<file path="src/design/mtf_pkg.sv">
// Functional notes
// - after a good frame, hold at least 96 bit times before the next one.
// - after a collision, count the 96 bit gap from carrier sense end.
// - half duplex retries with binary exponential back-off; drop after 16.
// - a collision after 512 bit times is late; drop without retry.
// - received pause loads the pause timer; no normal frame until expiry.
// - a newer pause frame replaces the remaining pause count.
// - while paused only own flow control frames may be sent.
// - start pause frames when free queue space falls to high watermark.
// - stop pause frames when free space recovers to low watermark.
// - discard incoming packets when free space reaches overrun watermark.
// - flow-off frame carries the largest pause time.
// - when resources free up, send a pause frame with zero time.
// - half duplex backpressure uses the same conditions, sending preamble.
// - backpressure carrier drops briefly now and then, then rises again.
// - queued frames suspend backpressure carrier and are sent.
// - with nothing to send, backpressure resumes until release.
// - collision in backpressure skips back-off and reasserts carrier.
package mtf_pkg;
	localparam logic [7:0] OFS_LOW_WM = 8'hb0;
	localparam logic [7:0] OFS_HIGH_WM = 8'hb2;
	localparam logic [7:0] OFS_OVR_WM = 8'hb4;
	localparam logic [7:0] OFS_CTRL = 8'hc0;
	localparam logic [7:0] OFS_STATUS = 8'hc2;
	localparam logic [7:0] OFS_IRQ_STAT = 8'hc4;
	localparam logic [7:0] OFS_IRQ_MASK = 8'hc6;
	// watermarks in bytes of free space
	localparam logic [15:0] RST_LOW_WM = 16'h1400;
	localparam logic [15:0] RST_HIGH_WM = 16'h0c00;
	localparam logic [15:0] RST_OVR_WM = 16'h0100;
	localparam logic [15:0] RST_CTRL = 16'h0000;
	// control bits
	localparam int CTRL_FULL_DUPLEX = 0;
	localparam int CTRL_SPEED_100 = 1;
	localparam int CTRL_FC_EN = 2;
	localparam int CTRL_BP_EN = 3;
	// irq bits
	localparam int IRQ_DROP_EXC = 0;
	localparam int IRQ_DROP_LATE = 1;
	localparam int IRQ_PAUSE_RX = 2;
	localparam int IRQ_FC_ON = 3;
	localparam int IRQ_FC_OFF = 4;
	localparam int IRQ_OVERRUN = 5;
	localparam int IRQ_W = 6;
	// bit time counts in sys_clk cycles: 25 MHz, 100 Mb/s = 4 bits per cycle
	localparam int CLK_MHZ = 25;
	localparam int GAP_BITS = 96;
	localparam int SLOT_BITS = 512;
	localparam int MAX_TRIES = 16;
	localparam int BACKOFF_LIMIT = 10;
	localparam int BITS_PER_CYC_100 = 100 / CLK_MHZ;
	localparam int GAP_CYC_100 = (GAP_BITS + BITS_PER_CYC_100 - 1)
		/ BITS_PER_CYC_100;
	localparam int SLOT_CYC_100 = SLOT_BITS / BITS_PER_CYC_100;
	// 10 Mb/s: 2.5 cycles per bit
	localparam int GAP_CYC_10 = (GAP_BITS * 5 + 1) / 2;
	localparam int SLOT_CYC_10 = SLOT_BITS * 5 / 2;
	localparam logic [15:0] PAUSE_MAX = 16'hffff;
	localparam logic [15:0] PAUSE_ZERO = 16'h0000;
	typedef enum {
		MTF_IDLE, MTF_GAP, MTF_SEND, MTF_BACKOFF, MTF_BP
	} mtf_state_t;
endpackage : mtf_pkg

</file>
<file path="src/design/mtf_top.sv">
`timescale 1ns/100ps
module mtf_top #(
	parameter int BP_BURST_CYC = 2000,
	parameter int BP_SILENT_CYC = 4
) (
	input wire logic sys_clk,
	input wire logic arst_n,
	input wire logic [7:0] reg_addr,
	input wire logic [15:0] reg_wdata,
	input wire logic reg_wr,
	input wire logic reg_rd,
	output logic [15:0] reg_rdata,
	output logic irq,
	input wire logic [15:0] rxq_free,
	output logic rxq_drop,
	input wire logic tx_req,
	output logic tx_start,
	input wire logic tx_end,
	output logic tx_drop,
	output logic fc_send,
	output logic [15:0] fc_pause_time,
	input wire logic fc_done,
	input wire logic pause_rx,
	input wire logic [15:0] pause_rx_time,
	input wire logic crs,
	input wire logic col,
	output logic bp_preamble
);
	logic [15:0] low_wm_q;
	logic [15:0] high_wm_q;
	logic [15:0] ovr_wm_q;
	logic [15:0] ctrl_q;
	localparam int IRQ_W_L = mtf_pkg::IRQ_W - 1;
	logic [IRQ_W_L:0] irq_stat_q;
	logic [IRQ_W_L:0] irq_mask_q;
	logic [IRQ_W_L:0] ev;
	logic [2:0] crs_s_q;
	logic [2:0] col_s_q;
	logic crs_f_q;
	logic col_f_q;
	mtf_pkg::mtf_state_t st_q;
	logic [15:0] cnt_q;
	logic [4:0] tries_q;
	logic [15:0] slot_q;
	logic drop_late_q;
	logic [9:0] lfsr_q;
	logic [15:0] pause_q;
	logic [12:0] quant_q;
	logic fc_active_q;
	logic fc_pend_q;
	logic [15:0] fc_val_q;
	logic fc_busy_q;
	logic bp_q;
	logic [15:0] bp_cnt_q;
	logic bp_silent_q;
	logic fdx;
	logic sp100;
	logic [15:0] gap_cyc;
	logic [15:0] slot_cyc;

	assign fdx = ctrl_q[mtf_pkg::CTRL_FULL_DUPLEX];
	assign sp100 = ctrl_q[mtf_pkg::CTRL_SPEED_100];
	assign gap_cyc = sp100 ? 16'(mtf_pkg::GAP_CYC_100) :
		16'(mtf_pkg::GAP_CYC_10);
	assign slot_cyc = sp100 ? 16'(mtf_pkg::SLOT_CYC_100) :
		16'(mtf_pkg::SLOT_CYC_10);

	// random back-off slots: mask lfsr to 2^min(n,10)-1
	function automatic logic [15:0] backoff_slots(input logic [4:0] n,
		input logic [9:0] r);
		logic [9:0] m;
		m = 10'h3ff;
		if (n < 5'(mtf_pkg::BACKOFF_LIMIT)) begin
			m = 10'((11'h001 << n) - 11'h001);
		end
		return {6'h00, r & m};
	endfunction : backoff_slots

	// pin inputs: three stages, a change counts when stage 2 and 3 agree
	always_ff @(posedge sys_clk or negedge arst_n) begin
		if (!arst_n) begin
			crs_s_q <= 3'h0;
			col_s_q <= 3'h0;
			crs_f_q <= 1'b0;
			col_f_q <= 1'b0;
		end else begin
			crs_s_q <= {crs_s_q[1:0], crs};
			col_s_q <= {col_s_q[1:0], col};
			if (crs_s_q[1] == crs_s_q[2]) begin
				crs_f_q <= crs_s_q[2];
			end
			if (col_s_q[1] == col_s_q[2]) begin
				col_f_q <= col_s_q[2];
			end
		end
	end

	// register writes
	always_ff @(posedge sys_clk or negedge arst_n) begin
		if (!arst_n) begin
			low_wm_q <= mtf_pkg::RST_LOW_WM;
			high_wm_q <= mtf_pkg::RST_HIGH_WM;
			ovr_wm_q <= mtf_pkg::RST_OVR_WM;
			ctrl_q <= mtf_pkg::RST_CTRL;
			irq_mask_q <= '0;
		end else if (reg_wr) begin
			if (reg_addr == mtf_pkg::OFS_LOW_WM) begin
				low_wm_q <= reg_wdata;
			end else if (reg_addr == mtf_pkg::OFS_HIGH_WM) begin
				high_wm_q <= reg_wdata;
			end else if (reg_addr == mtf_pkg::OFS_OVR_WM) begin
				ovr_wm_q <= reg_wdata;
			end else if (reg_addr == mtf_pkg::OFS_CTRL) begin
				ctrl_q <= {12'h000, reg_wdata[3:0]};
			end else if (reg_addr == mtf_pkg::OFS_IRQ_MASK) begin
				irq_mask_q <= reg_wdata[IRQ_W_L:0];
			end
		end
	end

	// read data one cycle after the strobe; unmapped reads zero
	always_ff @(posedge sys_clk or negedge arst_n) begin
		if (!arst_n) begin
			reg_rdata <= 16'h0000;
		end else if (reg_rd) begin
			if (reg_addr == mtf_pkg::OFS_LOW_WM) begin
				reg_rdata <= low_wm_q;
			end else if (reg_addr == mtf_pkg::OFS_HIGH_WM) begin
				reg_rdata <= high_wm_q;
			end else if (reg_addr == mtf_pkg::OFS_OVR_WM) begin
				reg_rdata <= ovr_wm_q;
			end else if (reg_addr == mtf_pkg::OFS_CTRL) begin
				reg_rdata <= ctrl_q;
			end else if (reg_addr == mtf_pkg::OFS_STATUS) begin
				reg_rdata <= {11'h000, bp_q, fc_active_q,
					pause_q != 16'h0000, rxq_drop, tx_start};
			end else if (reg_addr == mtf_pkg::OFS_IRQ_STAT) begin
				reg_rdata <= {10'h000, irq_stat_q};
			end else if (reg_addr == mtf_pkg::OFS_IRQ_MASK) begin
				reg_rdata <= {10'h000, irq_mask_q};
			end else begin
				reg_rdata <= 16'h0000;
			end
		end else begin
			reg_rdata <= 16'h0000;
		end
	end

	// sticky events; a new event beats the read clear
	always_ff @(posedge sys_clk or negedge arst_n) begin
		if (!arst_n) begin
			irq_stat_q <= '0;
			irq <= 1'b0;
		end else begin
			if (reg_rd && reg_addr == mtf_pkg::OFS_IRQ_STAT) begin
				irq_stat_q <= ev;
			end else begin
				irq_stat_q <= irq_stat_q | ev;
			end
			irq <= |((irq_stat_q | ev) & irq_mask_q);
		end
	end

	// overrun discard and flow control watermark hysteresis
	always_ff @(posedge sys_clk or negedge arst_n) begin
		if (!arst_n) begin
			rxq_drop <= 1'b0;
			fc_active_q <= 1'b0;
		end else begin
			rxq_drop <= rxq_free <= ovr_wm_q;
			if (!fc_active_q && rxq_free <= high_wm_q) begin
				fc_active_q <= 1'b1;
			end else if (fc_active_q && rxq_free >= low_wm_q) begin
				fc_active_q <= 1'b0;
			end
		end
	end

	// pause frame requests toward the frame builder, full duplex only
	always_ff @(posedge sys_clk or negedge arst_n) begin
		if (!arst_n) begin
			fc_pend_q <= 1'b0;
			fc_val_q <= mtf_pkg::PAUSE_ZERO;
			fc_busy_q <= 1'b0;
			fc_send <= 1'b0;
			fc_pause_time <= mtf_pkg::PAUSE_ZERO;
		end else begin
			fc_send <= 1'b0;
			if (fdx && ctrl_q[mtf_pkg::CTRL_FC_EN]) begin
				if (ev[mtf_pkg::IRQ_FC_ON]) begin
					fc_pend_q <= 1'b1;
					fc_val_q <= mtf_pkg::PAUSE_MAX;
				end else if (ev[mtf_pkg::IRQ_FC_OFF]) begin
					fc_pend_q <= 1'b1;
					fc_val_q <= mtf_pkg::PAUSE_ZERO;
				end
			end
			if (fc_done) begin
				fc_busy_q <= 1'b0;
			end
			// flow control frames go out even while paused
			if (fc_pend_q && !fc_busy_q && st_q == mtf_pkg::MTF_IDLE
				&& !(ev[mtf_pkg::IRQ_FC_ON] || ev[mtf_pkg::IRQ_FC_OFF])) begin
				fc_send <= 1'b1;
				fc_pause_time <= fc_val_q;
				fc_pend_q <= 1'b0;
				fc_busy_q <= 1'b1;
			end
		end
	end

	// pause timer counting 512-bit quanta
	always_ff @(posedge sys_clk or negedge arst_n) begin
		if (!arst_n) begin
			pause_q <= 16'h0000;
			quant_q <= 13'h0000;
		end else if (pause_rx && fdx) begin
			pause_q <= pause_rx_time;
			quant_q <= 13'h0000;
		end else if (pause_q != 16'h0000) begin
			if (quant_q == 13'(slot_cyc - 16'h0001)) begin
				quant_q <= 13'h0000;
				pause_q <= pause_q - 16'h0001;
			end else begin
				quant_q <= quant_q + 13'h0001;
			end
		end
	end

	always_ff @(posedge sys_clk or negedge arst_n) begin
		if (!arst_n) begin
			lfsr_q <= 10'h001;
		end else begin
			lfsr_q <= {lfsr_q[8:0], lfsr_q[9] ^ lfsr_q[6]};
		end
	end

	// transmit sequencer: gap, send, back-off and backpressure
	always_ff @(posedge sys_clk or negedge arst_n) begin
		if (!arst_n) begin
			st_q <= mtf_pkg::MTF_GAP;
			cnt_q <= 16'h0000;
			tries_q <= 5'h00;
			slot_q <= 16'h0000;
			drop_late_q <= 1'b0;
			tx_start <= 1'b0;
			tx_drop <= 1'b0;
			bp_q <= 1'b0;
			bp_cnt_q <= 16'h0000;
			bp_silent_q <= 1'b0;
			bp_preamble <= 1'b0;
		end else begin
			tx_start <= 1'b0;
			tx_drop <= 1'b0;
			bp_q <= !fdx && ctrl_q[mtf_pkg::CTRL_BP_EN] && fc_active_q;
			case (st_q)
				mtf_pkg::MTF_IDLE: begin
					bp_preamble <= 1'b0;
					if (tx_req && pause_q == 16'h0000 && !fc_busy_q
						&& !fc_pend_q) begin
						st_q <= mtf_pkg::MTF_SEND;
						tx_start <= 1'b1;
						cnt_q <= 16'h0000;
					end else if (bp_q && !tx_req) begin
						st_q <= mtf_pkg::MTF_BP;
						bp_cnt_q <= 16'h0000;
						bp_silent_q <= 1'b0;
					end
				end
				mtf_pkg::MTF_GAP: begin
					// gap restarts while carrier is seen
					if (crs_f_q) begin
						cnt_q <= 16'h0000;
					end else if (cnt_q >= gap_cyc - 16'h0001) begin
						st_q <= mtf_pkg::MTF_IDLE;
					end else begin
						cnt_q <= cnt_q + 16'h0001;
					end
				end
				mtf_pkg::MTF_SEND: begin
					cnt_q <= cnt_q + 16'h0001;
					if (col_f_q && !fdx) begin
						// cleared first so that the back-off load below wins
						cnt_q <= 16'h0000;
						slot_q <= 16'h0000;
						if (cnt_q >= slot_cyc) begin
							tx_drop <= 1'b1;
							drop_late_q <= 1'b1;
							tries_q <= 5'h00;
							st_q <= mtf_pkg::MTF_GAP;
						end else if (tries_q == 5'(mtf_pkg::MAX_TRIES - 1)) begin
							tx_drop <= 1'b1;
							drop_late_q <= 1'b0;
							tries_q <= 5'h00;
							st_q <= mtf_pkg::MTF_GAP;
						end else if (bp_q) begin
							tries_q <= tries_q + 5'h01;
							st_q <= mtf_pkg::MTF_GAP;
						end else begin
							tries_q <= tries_q + 5'h01;
							// whole slots here; slot_q counts the cycles
							cnt_q <= backoff_slots(tries_q + 5'h01,
								lfsr_q);
							st_q <= mtf_pkg::MTF_BACKOFF;
						end
					end else if (tx_end) begin
						tries_q <= 5'h00;
						cnt_q <= 16'h0000;
						st_q <= mtf_pkg::MTF_GAP;
					end
				end
				mtf_pkg::MTF_BACKOFF: begin
					// counting slots, not cycles, so long waits cannot wrap
					if (cnt_q == 16'h0000) begin
						st_q <= mtf_pkg::MTF_GAP;
					end else if (slot_q >= slot_cyc - 16'h0001) begin
						slot_q <= 16'h0000;
						cnt_q <= cnt_q - 16'h0001;
					end else begin
						slot_q <= slot_q + 16'h0001;
					end
				end
				mtf_pkg::MTF_BP: begin
					if (!bp_q || tx_req) begin
						bp_preamble <= 1'b0;
						cnt_q <= 16'h0000;
						st_q <= mtf_pkg::MTF_GAP;
					end else if (col_f_q && bp_silent_q) begin
						bp_silent_q <= 1'b0;
						bp_cnt_q <= 16'h0000;
						bp_preamble <= 1'b1;
					end else if (!bp_silent_q) begin
						bp_preamble <= 1'b1;
						if (bp_cnt_q >= 16'(BP_BURST_CYC - 1)) begin
							bp_silent_q <= 1'b1;
							bp_cnt_q <= 16'h0000;
						end else begin
							bp_cnt_q <= bp_cnt_q + 16'h0001;
						end
					end else begin
						bp_preamble <= 1'b0;
						if (bp_cnt_q >= 16'(BP_SILENT_CYC - 1)) begin
							bp_silent_q <= 1'b0;
							bp_cnt_q <= 16'h0000;
						end else begin
							bp_cnt_q <= bp_cnt_q + 16'h0001;
						end
					end
				end
				default: st_q <= mtf_pkg::MTF_IDLE;
			endcase
		end
	end

	// event collection for the status register
	always_comb begin
		ev = '0;
		ev[mtf_pkg::IRQ_DROP_EXC] = tx_drop && !drop_late_q;
		ev[mtf_pkg::IRQ_DROP_LATE] = tx_drop && drop_late_q;
		ev[mtf_pkg::IRQ_PAUSE_RX] = pause_rx && fdx;
		ev[mtf_pkg::IRQ_FC_ON] = !fc_active_q && rxq_free <= high_wm_q;
		ev[mtf_pkg::IRQ_FC_OFF] = fc_active_q && rxq_free >= low_wm_q;
		ev[mtf_pkg::IRQ_OVERRUN] = rxq_free <= ovr_wm_q && !rxq_drop;
	end

	gap_a: assert property (@(posedge sys_clk) disable iff (!arst_n)
		tx_end && st_q == mtf_pkg::MTF_SEND && !col_f_q |=> !tx_start [*8])
		else $error("frame started inside the gap");
	pause_a: assert property (@(posedge sys_clk) disable iff (!arst_n)
		pause_q != 16'h0000 |-> !tx_start)
		else $error("frame started while paused");
	reload_a: assert property (@(posedge sys_clk) disable iff (!arst_n)
		pause_rx && fdx |=> pause_q == $past(pause_rx_time))
		else $error("pause count not replaced");
	fc_on_a: assert property (@(posedge sys_clk) disable iff (!arst_n)
		!fc_active_q && rxq_free <= high_wm_q |=> fc_active_q)
		else $error("flow control not raised");
	fc_off_a: assert property (@(posedge sys_clk) disable iff (!arst_n)
		fc_active_q && rxq_free >= low_wm_q |=> !fc_active_q)
		else $error("flow control not released");
	overrun_a: assert property (@(posedge sys_clk) disable iff (!arst_n)
		rxq_free <= ovr_wm_q |=> rxq_drop)
		else $error("overrun not discarding");
	xoff_a: assert property (@(posedge sys_clk) disable iff (!arst_n)
		fc_send && fc_active_q |-> fc_pause_time == mtf_pkg::PAUSE_MAX)
		else $error("flow-off time not maximal");
	bp_tx_a: assert property (@(posedge sys_clk) disable iff (!arst_n)
		tx_start |-> !bp_preamble)
		else $error("preamble during own frame");
endmodule : mtf_top

</file>
<file path="config.mk">
export PLATFORM = sky130hd
export DESIGN_NAME = mtf_top
export DESIGN_NICKNAME = d
export VERILOG_FILES = /design/src/design/mtf_pkg.sv /design/src/design/mtf_top.sv
export SDC_FILE = /design/constraint.sdc
export NUM_CORES = 1
export LEC_CHECK = 0
export BUFFER_PORTS_ARGS = -buffer_cell sky130_fd_sc_hd__buf_2
export CAP_MARGIN = 20
export CORE_AREA = 2 2 112 222
export CTS_BUF_LIST = sky130_fd_sc_hd__clkbuf_8
export DETAILED_ROUTE_END_ITERATION = 16
export DIE_AREA = 0 0 114 224
export HOLD_SLACK_MARGIN = 0.15
export PLACE_DENSITY = 0.71
export SETUP_SLACK_MARGIN = 0.5
export SKIP_CTS_REPAIR_TIMING = 1
export SLEW_MARGIN = 0
export SYNTH_ARGS = -nofsm -noshare
export SYNTH_HDL_FRONTEND = slang
export SYNTH_SLANG_ARGS = --single-unit
</file>
<file path="constraint.sdc">
create_clock -name sys_clk -period 4 [get_ports sys_clk]
set_input_delay 0.2 -clock sys_clk [delete_from_list [all_inputs] [get_ports sys_clk]]
set_output_delay 0.2 -clock sys_clk [all_outputs]
set_load 0.02 [all_outputs]
</file>
# After elaboration in Yosys (flattened, before gate mapping)
# Cells that the tools add are included.
# Widths: inputs -> output; s select.
dict set report totals {
  regBits 256
  latch_bits 0
  ram_bits 0
  mem_bits_ro 0
  input_bits 66
  out_inout_bits 38
  wordCells 245
  n_memories 0
}
dict set report op_classes {
  addsub 10
  n_mul 0
  n_div 0
  n_lt_le_gt_ge 9
  eq_ne 29
  shift 1
  muxes 94
  n_bitwise 8
  reduce_logical 61
}
# cell n
set ops {}
lappend ops {{$mux 16} 27}
lappend ops {{$mux 32} 8}
lappend ops {{$pmux 32 s5} 1}
lappend ops {{$mux 10} 9}
lappend ops {{$pmux 16 s5} 1}
lappend ops {{$eq 32x2->1 const B} 2}
lappend ops {{$logic_not 32->1} 2}
lappend ops {{$pmux 16 s2} 2}
lappend ops {{$eq 8x8->1 const B} 7}
lappend ops {{$add 16x1->16 const B} 3}
lappend ops {{$ge 16x16->1} 3}
lappend ops {{$mux 13} 3}
lappend ops {{$eq 32x1->1 const B} 1}
lappend ops {{$eq 32x3->1 const B} 1}
lappend ops {{$le 16x16->1} 2}
lappend ops {{$logic_not 16->1} 2}
lappend ops {{$sub 16x1->16 const B} 2}
lappend ops {{$mux 6} 5}
lappend ops {{$mux 1} 27}
lappend ops {{$ne 2x2->1 const B} 11}
lappend ops {{$mux 5} 4}
lappend ops {{$logic_and 1x1->1} 19}
lappend ops {{$reduce_and 6->1} 3}
lappend ops {{$reduce_bool 2->1} 9}
lappend ops {{33 further kinds} 58}

# Longest topological paths before layout
# Gate-level depths: netlist of run 1.
dict set report depth {
  word_depth 15
  ltp_mapped 13
  depth_no_buf 11
}

# Worst setup path after synthesis of run 1
# OpenSTA, ideal clock, no wires.
dict set report synth_timing {
  kind {reg2reg}
  start {register tries_q[0]}
  end {register cnt_q[6]}
  setup_ns 0.083
  arrival_ns 2.538
  required_ns 3.917
  setup_slack_ns 1.379
  path_stages_with_launch 14
  path_cell_list {dfrtp_1 ha_1 buf_1 nand3_1 inv_1 ha_1 clkbuf_1 nand3_1 ha_1 nor2_1 a21oi_1 o311ai_0 a31oi_1 o21ai_0}
}
dict set report synth_between {
  elab_chain_cells 15
  word_cells_on_any_way 17
  classes_between {add/sub: 2; order compare: 1; eq/ne: 1; shift: 1; mux: 11; bitwise: 1}
}
# element line
set synth_lines {}
lappend synth_lines {{start: declaration} mtf_top.sv:43} ;# logic [4:0] tries_q;
lappend synth_lines {{start signal: assignment} mtf_top.sv:297} ;# tries_q <= tries_q + 5'h01;
lappend synth_lines {{start signal: assignment} mtf_top.sv:300} ;# tries_q <= tries_q + 5'h01;
lappend synth_lines {{$add 5x1->5} mtf_top.sv:302} ;# cnt_q <= backoff_slots(tries_q + 5'h01,
lappend synth_lines {{$shl 1x5->10} mtf_top.sv:74} ;# m = 10'((11'h001 << n) - 11'h001);
lappend synth_lines {{$sub 10x1->10} mtf_top.sv:74}
lappend synth_lines {{$mux 10} mtf_top.sv:73} ;# if (n < 5'(mtf_pkg::BACKOFF_LIMIT)) begin
lappend synth_lines {{$mux 10} mtf_top.sv:296} ;# end else if (bp_q) begin
lappend synth_lines {{$mux 10} mtf_top.sv:291} ;# end else if (tries_q == 5'(mtf_pkg::MAX_TRIES - 1)) begin
lappend synth_lines {{$mux 10} mtf_top.sv:286} ;# if (cnt_q >= slot_cyc) begin
lappend synth_lines {{$mux 10} mtf_top.sv:282} ;# if (col_f_q && !fdx) begin
lappend synth_lines {{$mux 10} mtf_top.sv:256} ;# case (st_q)
lappend synth_lines {{$and 10x10->10} mtf_top.sv:76} ;# return {6'h00, r & m};
lappend synth_lines {{$mux 10} mtf_top.sv:296}
lappend synth_lines {{$mux 10 (*)} mtf_top.sv:291}
lappend synth_lines {{$mux 10 (*)} mtf_top.sv:286}
lappend synth_lines {{$mux 16 (*)} mtf_top.sv:282}
lappend synth_lines {{$pmux 16 s5 (*)} mtf_top.sv:256}
lappend synth_lines {{end signal: assignment} mtf_top.sv:277} ;# cnt_q <= cnt_q + 16'h0001;
lappend synth_lines {{end signal: assignment} mtf_top.sv:281} ;# cnt_q <= cnt_q + 16'h0001;
lappend synth_lines {{end signal: assignment} mtf_top.sv:302}
lappend synth_lines {{end: declaration} mtf_top.sv:42} ;# logic [15:0] cnt_q;
# Mark *: on every way between the ends. The rest lies on a longest branch, timed or not. The select of a mux whose other input is x is not followed.
# A chain may end at the register's enable or synchronous reset.

# Final worst setup path of run 1
dict set report layout_timing {
  start {register cnt_q[7]}
  end {register cnt_q[11]}
}
dict set report layout_between {
  elab_chain_cells 4
  word_cells_on_any_way 14
  classes_between {add/sub: 2; order compare: 1; eq/ne: 2; mux: 7; reduce/logical: 2}
}
# element line
set layout_lines {}
lappend layout_lines {{$sub 16x1->16 or $add 16x1->16 (tied branches)} {mtf_top.sv:318, mtf_top.sv:277, mtf_top.sv:281}}
lappend layout_lines {{$mux 16 (on tied branches)} {mtf_top.sv:316, mtf_top.sv:274, mtf_top.sv:306}}
lappend layout_lines {{$mux 16 (on tied branches)} {mtf_top.sv:314, mtf_top.sv:272, mtf_top.sv:282}}
lappend layout_lines {{$pmux 16 s5} mtf_top.sv:256}
# Several ways; a longest one is shown, not always the timed one. The select of a mux whose other input is x is not followed.

==> flow_summary.json, run 1 <==
{
  "grt_usage_pct": 26.0,
  "synth_top_area_share_pct": 40.6,
  "yosysWarnings": 0,
  "htreeDepth": 4,
  "clock-root-buffer": "clkbuf_8",
  "cts_tree": "built",
  "grt_max_degree": 101,
  "routedWlPerCell_um": 18.9,
  "place_area_mm2": 0.0123,
  "drv_slew": 0,
  "area_growth_syn_to_layout_pct": 11.8,
  "finalHoldViolCount": 0,
  "io_buffers": 103,
  "drc": 0,
  "die_y_um": 224,
  "end_kind": "flip-flop",
  "clk_pin_slew_ns": 0.12,
  "core.rowCount": 80,
  "layout_common_cells": "dfrtp_1 (190), nand2_1 (148), o21ai_0 (146)",
  "relSlewSlack_pct": 31.4,
  "peakVddDrop_uv": 175,
  "async_flop_share_pct": 100,
  "clk_latency_ns": 0.52,
  "cp_data_arrival_time_ns": 3.33,
  "leakagePower_nw": 6.19,
  "synth_ff_type": "dfrtp_1",
  "grt_pass1_wl_um": 51900,
  "fin_area_mm2": 0.0131,
  "cts_buffers": 17,
  "yosysTopAreaCell": "dfrtp_1",
  "drive_gt1_share_pct": 13.4,
  "dieWidth_um": 114,
  "core_mm2": 0.0238,
  "avgSynthCellArea_um2": 8.77,
  "maxCapViolations": 0,
  "rsz0062_at_grt": "false",
  "synth-seq-cells": 197,
  "min_path_type": "in -> reg",
  "max_freq_mhz": 341,
  "clock_skew_ns": 0.0230,
  "synthCells": 1334,
  "gp_congestion": 0.940,
  "wl_um": 32700,
  "setup_ws_ns": 1.06,
  "netlist_area_mm2": 0.0117,
  "post-place-ws_ns": 1.11,
  "powerDensity_mw_per_mm2": 308,
  "synth_nets": 1472,
  "ys_top_cells_by_area": "dfrtp_1 (41%), ha_1 (7.7%), o21ai_0 (6.2%), nand2_1 (4.7%), nor2_1 (4.0%)",
  "antenna_found_initial": 0,
  "hpwl_um": 24600,
  "total_power_mw": 4.03,
  "die_area_mm2": 0.0255,
  "synth_edf_count": 0,
  "yosys.cell_types.count": 80,
  "viasPerCell": 6.02,
  "crit_fanout": 13,
  "final_common_cell": "dfrtp_1",
  "firstDrtPassIters": 5,
  "nFillCells": 2206,
  "antenna_cells": 0,
  "clockBufferDepth": 2,
  "vias": 10431,
  "worst_pin_slew_ns": 1.03,
  "grt_pass1_vias": 10276,
  "nets": 1571,
  "period_needed_ns": 2.94,
  "start_util_pct": 49.1,
  "io_pins": 104,
  "ant_nets": 0,
  "cp.required_ns": 4.39,
  "worst_setup_path_start_kind": "flip-flop",
  "yosysSeqAreaShare_pct": 42.2,
  "clkSinkCount": 197,
  "crit_type": "reg -> reg",
  "post-route-period-util_pct": 73.4,
  "drtIter0Drc": 744,
  "outcome": "completed",
  "globalRoute.totalOverflow": 0,
  "setup_viol": 0,
  "tns_ns": 0
}
## layer usage
layer | global-route usage [%] | wire length (um) | vias up
met5 | 0 | 0 | -
met4 | 16.9 | 2060 | 0
met3 | 4.49 | 1190 | 113
met2 | 48.5 | 18000 | 346
met1 | 25.7 | 11400 | 5037
li1 | - | - | 4935
## through the flow
stage	util, %	hold slack [ns]	std cells
finish	54.9	0.178	1733
global route	54.9	0.166	1733
CTS	53.3	-0.235	1695
detailed placement	51.8	0.313	1663
global placement	51.8	0.308	1663
floorplan	-	-0.0956	1334
## layout make-up
type | count | area, um^2 | area share (%)
Tap cell | 287 | 359 | 2.75
Inverter | 85 | 319 | 2.44
Timing Repair Buffer | 158 | 1040 | 7.99
Clock inverter | 13 | 97.6 | 0.746
Clock buffer | 19 | 262 | 2.00
Multi-Input combinational cell | 974 | 6050 | 46.3
Sequential cell | 197 | 4940 | 37.8
## power by group
part / switching [mW] / internal (mW)
clock: 0.754 / 0.471
sequential: 0.107 / 2.12
combinational: 0.343 / 0.242
## critical path, stage by stage, from the launching register on
cell	delay [ns]
dfrtp_1	0.60
inv_1	0.09
ha_1	0.31
inv_1	0.04
a2111oi_0	0.49
a31oi_1	0.23
nor4_4	0.28
buf_4	0.23
buf_4	0.21
o211ai_2	0.09
a22o_1	0.24
## final timing paths
kind	start	end	slack (ns)	cells after the start
worst max-delay path	cnt_q[7]	cnt_q[11]	1.06	10
worst min-delay path	pause_rx	irq_stat_q[2]	0.18	3
worst max register to register	cnt_q[7]	cnt_q[11]	1.06	10
worst min register to register	col_s_q[0]	col_s_q[1]	0.35	0
max in group asynchronous	arst_n	crs_s_q[0]	2.68	3
min in group asynchronous	arst_n	reg_rdata[6]	0.30	2
## registers in the layout, summed over array words and instances (netlist names), 3 cells and up
name	count
crs_s_q	3
col_s_q	3
bp_cnt_q	16
tries_q	5
quant_q	13
irq_stat_q	6
cnt_q	16
pause_q	16
high_wm_q	16
slot_q	16
low_wm_q	16
st_q	3
ctrl_q	4
irq_mask_q	6
reg_rdata	16
ovr_wm_q	16
lfsr_q	10
## cells by family (layout without fill, tap and decap cells)
logic type | after synthesis | count (layout) | synth area share (%)
DFF | 197 | 197 | 42.2
xor gates and xnor gates | 22 | 22 | 1.65
buffers and inverters | 163 | 275 | 6.03
muxes | 33 | 33 | 3.30
AOI/OAI and AO/OA | 371 | 371 | 19.5
and+or+nand+nor | 474 | 474 | 19.4
adders and majority gates | 74 | 74 | 7.87
## cells in the mapped netlist, drive strengths merged (4+ instances only)
cell type and n:
xor2 12, ha 72, a2111oi 4, a32o 5
a32oi 4, a31oi 22, o31ai 17, nand2b 9
nand4 14, xnor2 10, nor3b 7, dfrtp 190
nand2 148, or3 9, a21o 10, o22ai 4
o21ai 150, nor2b 16, or2 5, mux2 15
clkbuf 42, a22oi 11, dfstp 7, a221o 4
a221oi 4, o211ai 11, inv 85, and2 13
or4 4, mux2i 15, nor3 29, and3 14
a22o 5, nand3 51, o311ai 5, a21oi 83
nor2 126, nor4 13, buf 36, nand3b 4
No activity file was read; power rests on OpenSTA's default activity.
==> inputs of run 2 (changes only) <==
==> constraint.sdc (replaced) <==
create_clock -name sys_clk -period 3 [get_ports sys_clk]
set_input_delay 0.15 -clock sys_clk [delete_from_list [all_inputs] [get_ports sys_clk]]
set_output_delay 0.15 -clock sys_clk [all_outputs]
set_load 0.02 [all_outputs]
==> flow_summary.json, run 2 (synthesis results as in run 1) <==
{
  "outcome": "completed",
  "nets": 1623,
  "grt_max_degree": 79,
  "post-route-period-util_pct": 83.6,
  "cp_data_arrival_time_ns": 2.95,
  "clk_pin_slew_ns": 0.10,
  "finalNonFillerCells": 1785,
  "antenna_cells": 0,
  "period_needed_ns": 2.51,
  "rr_worst_depth": 13,
  "hold_path_end": "irq_stat_q[2]",
  "drc": 0,
  "crit_fanout": 6,
  "die_area_mm2": 0.0255,
  "final_common_cell": "dfrtp_1",
  "dieWidth_um": 114,
  "clockBufferDepth": 2,
  "vias": 10649,
  "core.rowCount": 80,
  "drtIter0Drc": 639,
  "maxCapViolations": 0,
  "post-place-ws_ns": -0.0405,
  "gp_congestion": 0.984,
  "drv_slew": 0,
  "routedWlPerCell_um": 18.8,
  "io_buffers": 103,
  "area_growth_syn_to_layout_pct": 18.3,
  "dpl.cell_count": 1691,
  "die_y_um": 224,
  "clk_latency_ns": 0.51,
  "rr_startpoint": "tries_q[1]",
  "worst_setup_path_start_kind": "flip-flop",
  "nFillCells": 2135,
  "antenna_found_initial": 1,
  "powerDensity_mw_per_mm2": 408,
  "peakVddDrop_uv": 311,
  "globalRoute.totalOverflow": 0,
  "start_util_pct": 49.1,
  "layout_common_cells": "dfrtp_1 (183), nand2_1 (147), o21ai_0 (143)",
  "crit_type": "reg -> reg",
  "clkSinkCount": 197,
  "grt_pass1_wl_um": 52000,
  "seqCellArea_mm2": 0.00495,
  "worstHoldStart": "pause_rx",
  "hold_depth": 3,
  "clock_skew_ns": 0.0194,
  "multiInputGateArea_mm2": 0.00631,
  "setup_viol": 0,
  "viasPerCell": 5.97,
  "max_freq_mhz": 399,
  "setup_ws_ns": 0.493,
  "leakagePower_nw": 6.51,
  "grt_usage_pct": 26.1,
  "timing.rr.end": "cnt_q[9]",
  "drive_gt1_share_pct": 19.8,
  "finalHoldViolCount": 0,
  "grt_pass1_vias": 10290,
  "htreeDepth": 4,
  "cts_tree": "built",
  "firstDrtPassIters": 5,
  "core_mm2": 0.0238,
  "io_pins": 104,
  "min_path_type": "in -> reg",
  "worst-r2r-setup-slack_ns": 0.49,
  "ant_nets": 0,
  "hpwl_um": 25100,
  "worst_pin_slew_ns": 0.758,
  "cp.required_ns": 3.44,
  "end_kind": "flip-flop",
  "relSlewSlack_pct": 48.9,
  "rsz0062_at_grt": "true",
  "clock-root-buffer": "clkbuf_8",
  "cts_buffers": 17,
  "wl_um": 33600
}
## run 2: changes by cell type in the layout (fill, tap and decap cells not counted), moves of 4 or more
cell        previous run  this run
nand3_1               51        47
dfrtp_2                0         7
nor3_1                28        24
buf_4                 16        62
clkinvlp_4             1         7
nor2_1               126       121
dfrtp_1              190       183
buf_6                  0         5
nor3_2                 1         5
ha_1                  72        68
nand3_2                0         4
## run 2: layout make-up
class,count,area share (%)
clock inverter,14,1.28
inverter,85,2.36
tap,287,2.60
multi-input combinational,974,45.6
timing repair buffer,210,10.6
clock buffer,18,1.79
sequential,197,35.8
## run 2: layer usage
| metal | part of all wire, % | GRT usage, % | up-vias |
|---|---|---|---|
| met5 | 0.039 | 0 | - |
| li1 | - | - | 5033 |
| met3 | 3.8 | 4.09 | 141 |
| met4 | 6.6 | 16.2 | 2 |
| met1 | 35 | 26.0 | 5136 |
| met2 | 55 | 49.1 | 337 |
## run 2: critical path, cell delays in order (launching register included)
cell      delay, ns
dfrtp_2        0.46
ha_4           0.20
nand3_2        0.10
inv_1          0.07
ha_4           0.32
buf_6          0.14
buf_4          0.11
nand2_1        0.04
a31oi_1        0.20
o31ai_2        0.12
o311ai_2       0.09
xnor2_1        0.10
a2111o_1       0.41
nand3_1        0.08
## run 2: worst max-delay path by stage
| stage | from | slack, ns | cells past startpoint | to |
|---|---|---|---|---|
| 6_report | tries_q[1] | 0.49 | 13 | cnt_q[9] |
| 5_1_grt | tries_q[0] | 0.41 | 13 | cnt_q[9] |
| 4_1_cts | ctrl_q[1] | -0.03 | 8 | cnt_q[14] |
| 3_5_place_dp | ctrl_q[1] | -0.04 | 8 | cnt_q[14] |
| 3_3_place_gp | ctrl_q[1] | 0.04 | 8 | cnt_q[14] |
| 2_1_floorplan | tries_q[0] | 0.48 | 13 | cnt_q[6] |
## run 2: power breakdown
part           leakage [nW]  switching (mW)  internal [mW]
logic                  3.89           0.482          0.345
clock network         0.203            1.01          0.856
registers              2.41           0.138           2.82
total                  6.51            1.63           4.02
## run 2: metrics by stage
step	cell area [um^2]	hold slack (ns)	power [mW]	utilization, %	setup TNS (ns)
CTS	13000	-0.320	5.63	54.5	-0.0337
detailed placement	12600	0.238	3.77	52.7	-0.0520
global placement	12600	0.234	3.74	52.7	0
floorplan	11700	-0.146	3.44	-	0
finish	13800	0.166	5.65	58.1	0
global route	13800	0.180	5.94	58.1	0
==> inputs of run 3 (changes only) <==
--- a/config.mk
+++ b/config.mk
@@ -5,12 +5,13 @@
 export SDC_FILE = /design/constraint.sdc
 export NUM_CORES = 1
 export LEC_CHECK = 0
+export ABC_AREA = 1
 export BUFFER_PORTS_ARGS = -buffer_cell sky130_fd_sc_hd__buf_2
 export CAP_MARGIN = 20
-export CORE_AREA = 2 2 112 222
+export CORE_AREA = 2 2 112 223
 export CTS_BUF_LIST = sky130_fd_sc_hd__clkbuf_8
 export DETAILED_ROUTE_END_ITERATION = 16
-export DIE_AREA = 0 0 114 224
+export DIE_AREA = 0 0 114 225
 export HOLD_SLACK_MARGIN = 0.15
 export PLACE_DENSITY = 0.71
 export SETUP_SLACK_MARGIN = 0.5
==> constraint.sdc (replaced) <==
create_clock -name sys_clk -period 2.6 [get_ports sys_clk]
set_input_delay 0.13 -clock sys_clk [delete_from_list [all_inputs] [get_ports sys_clk]]
set_output_delay 0.13 -clock sys_clk [all_outputs]
set_load 0.02 [all_outputs]
==> flow_summary.json, run 3 <==
{
  "muxShareOfSynthArea_pct": 0,
  "powerDensity_mw_per_mm2": 737,
  "clkSinkCount": 197,
  "setup_viol": 0,
  "firstDrtPassIters": 5,
  "min_path_type": "in -> async",
  "synthXorXnorAreaFrac_pct": 1.04,
  "grt_usage_pct": 25.5,
  "worst_path_largest_cell_delay_ns": 0.43,
  "vias": 11192,
  "ant_nets": 0,
  "seqPwrFrac_pct": 36.1,
  "ys_top_cells_by_area": "dfrtp_1 (40%), nand2_1 (11%), inv_1 (7.7%), ha_1 (7.6%), o21ai_0 (6.8%)",
  "cp.required_ns": 3.02,
  "layout_common_cells": "nand2_1 (329), inv_1 (234), dfrtp_1 (184)",
  "yosys.area_share.adder_pct": 7.79,
  "avgSynthCellArea_um2": 7.49,
  "grt_pass1_wl_um": 51100,
  "drtIter0Drc": 615,
  "die_y_um": 225,
  "cts_tree": "built",
  "yosysTopAreaCell": "dfrtp_1",
  "grt_pass1_vias": 10909,
  "pwr-share-clk_pct": 20.8,
  "synth_top_family_by_area": "simple AND/OR/NAND/NOR gates",
  "nets": 1877,
  "wl_um": 33200,
  "viasPerCell": 5.49,
  "clk_pin_slew_ns": 0.10,
  "drc": 0,
  "clock_skew_ns": 0.0173,
  "yosysSeqAreaShare_pct": 41.8,
  "synthCells": 1577,
  "yosysWarnings": 0,
  "die_area_mm2": 0.0257,
  "cp_data_arrival_time_ns": 2.68,
  "synth_common_cells": "nand2_1 (350), inv_1 (243), dfrtp_1 (190)",
  "yosys.area_share.simple_pct": 25.4,
  "htreeDepth": 4,
  "power_switching_mw": 4.32,
  "peakVddDrop_uv": 560,
  "routedWlPerCell_um": 16.3,
  "synth_edf_count": 0,
  "async_flop_share_pct": 100,
  "io_pins": 104,
  "crit_fanout": 5,
  "clockBufferDepth": 2,
  "start_util_pct": 49.6,
  "final_common_cell": "nand2_1",
  "drv_slew": 0,
  "outcome": "completed",
  "clock-root-buffer": "clkbuf_8",
  "crit_type": "reg -> reg",
  "relSlewSlack_pct": 53.8,
  "core.rowCount": 80,
  "gp_congestion": 0.938,
  "post-synth-top-count-cell": "nand2_1",
  "area_growth_syn_to_layout_pct": 19.4,
  "fin_area_mm2": 0.0141,
  "finalHoldViolCount": 0,
  "path_cells": "ha_4, inv_4, nor3_4, ha_4, nand2_4, inv_4, nand2_4, nor2_4, inv_2, ha_4, nand2_4, nor2_4, nand2_2, nand2_2, nand3_2, nand3_2, nand2_1, nand2_1, nand2_1",
  "synth_nets": 1715,
  "worst_setup_path_start_kind": "flip-flop",
  "nFillCells": 2155,
  "rsz0062_at_grt": "true",
  "synth-seq-cells": 197,
  "synth_top_area_share_pct": 40.2,
  "hpwl_um": 24300,
  "crit_slowest_cell": "dfrtp_2",
  "maxCapViolations": 0,
  "post-route-period-util_pct": 87.2,
  "drive_gt1_share_pct": 17.2,
  "end_kind": "flip-flop",
  "globalRoute.totalOverflow": 0,
  "period_needed_ns": 2.27,
  "antenna_found_initial": 0,
  "crit_buf_inv": 3,
  "grt_max_degree": 78,
  "max_freq_mhz": 441,
  "synth_compound_area_share_pct": 13.7,
  "timing.hold.ws_ns": 0.158,
  "yosys.cell_types.count": 50,
  "netlist_area_mm2": 0.0118,
  "tns_ns": 0,
  "leakagePower_nw": 7.17,
  "intPower_mw": 6.08,
  "synth_ff_type": "dfrtp_1",
  "total_power_mw": 10.4,
  "combPwrFrac_pct": 43.1,
  "worst_pin_slew_ns": 0.693,
  "dieWidth_um": 114,
  "core_mm2": 0.0238,
  "io_buffers": 103,
  "place_area_mm2": 0.0127,
  "clk_latency_ns": 0.53,
  "critPathTopFamily": "simple AND/OR/NAND/NOR gates",
  "switching_share_pct": 41.6,
  "cts_buffers": 17
}
==> run 3: cell count changes in the layout (fill, tap and decap cells not counted), moves of 11 or more <==
| cell | previous run | this run |
|---|---|---|
| a21oi_1 | 81 | 61 |
| and3_1 | 14 | 2 |
| buf_4 | 62 | 44 |
| inv_1 | 84 | 234 |
| inv_2 | 0 | 11 |
| mux2_2 | 15 | 0 |
| mux2i_1 | 14 | 0 |
| nand2_1 | 147 | 329 |
| nand2_2 | 0 | 19 |
| nand3_1 | 47 | 89 |
| nor2_1 | 121 | 148 |
| nor2b_1 | 16 | 0 |
| o22ai_1 | 4 | 18 |
==> run 3: cells by family after synthesis <==
group | count (synthesis)
AO/OA/AOI/OAI | 294
AND/OR/NAND/NOR | 698
adder cells (fa/ha/maj) | 74
buffers and inverters | 300
flip-flops | 197
XOR/XNOR | 14
==> run 3: power by group through the flow <==
stage / Combinational (mW) / Clock, mW / Sequential [mW]
6_report: 4.48 / 2.16 / 3.76
5_1_grt: 4.92 / 2.32 / 3.80
4_1_cts: 3.55 / 2.21 / 3.73
3_5_place_dp: 3.53 / 0 / 3.78
3_3_place_gp: 3.44 / 0 / 3.77
2_1_floorplan: 2.53 / 0 / 3.68
==> run 3: final timing paths <==
path	start	cells after the start	endpoint	slack, ns
max in group asynchronous	arst_n	3	high_wm_q[11]	1.52
worst min-delay path	arst_n	2	reg_rdata[14]	0.16
min in group sys_clk	pause_rx	3	irq_stat_q[2]	0.21
worst min register to register	crs_s_q[0]	0	crs_s_q[1]	0.36
worst max register to register	tries_q[1]	19	cnt_q[6]	0.33
worst max-delay path	tries_q[1]	19	cnt_q[6]	0.33
==> run 3: through the flow <==
| step | setup slack (ns) | util (%) | std cells |
|---|---|---|---|
| detailed placement | 0.241 | 53.2 | 1940 |
| global route | 0.162 | 59.2 | 2039 |
| finish | 0.333 | 59.2 | 2040 |
| floorplan | 0.431 | - | 1577 |
| global placement | 0.292 | 53.2 | 1940 |
| CTS | 0.205 | 55.0 | 1972 |
==> run 3: area by class of cell <==
cell class / instances / area, um^2 / share of cell area, %
tap: 287 / 359 / 2.55
timing repair buffer: 192 / 1350 / 9.59
sequential: 197 / 4950 / 35.1
clock inverter: 14 / 175 / 1.24
multi-input combinational: 1081 / 6070 / 43.0
timing repair inverter: 1 / 5.00 / 0.0355
antenna: 1 / 2.50 / 0.0177
clock buffer: 18 / 248 / 1.76
inverter: 249 / 951 / 6.74
==> run 3: metal layers <==
layer	global-route usage (%)	part of all wire (%)	vias up
met5	0	0	-
met4	14.6	6.8	0
met3	4.12	3.4	152
met2	50.5	56	327
met1	23.8	34	5267
li1	-	-	5446
==> run 3: worst register-to-register path, stage by stage (launching register included) <==
cell     delay, ns
dfrtp_2       0.43
ha_4          0.16
inv_4         0.04
nor3_4        0.19
ha_4          0.25
nand2_4       0.07
inv_4         0.04
nand2_4       0.06
nor2_4        0.04
inv_2         0.08
ha_4          0.17
nand2_4       0.06
nor2_4        0.14
nand2_2       0.07
nand2_2       0.07
nand3_2       0.07
nand3_2       0.08
nand2_1       0.05
nand2_1       0.05
nand2_1       0.05
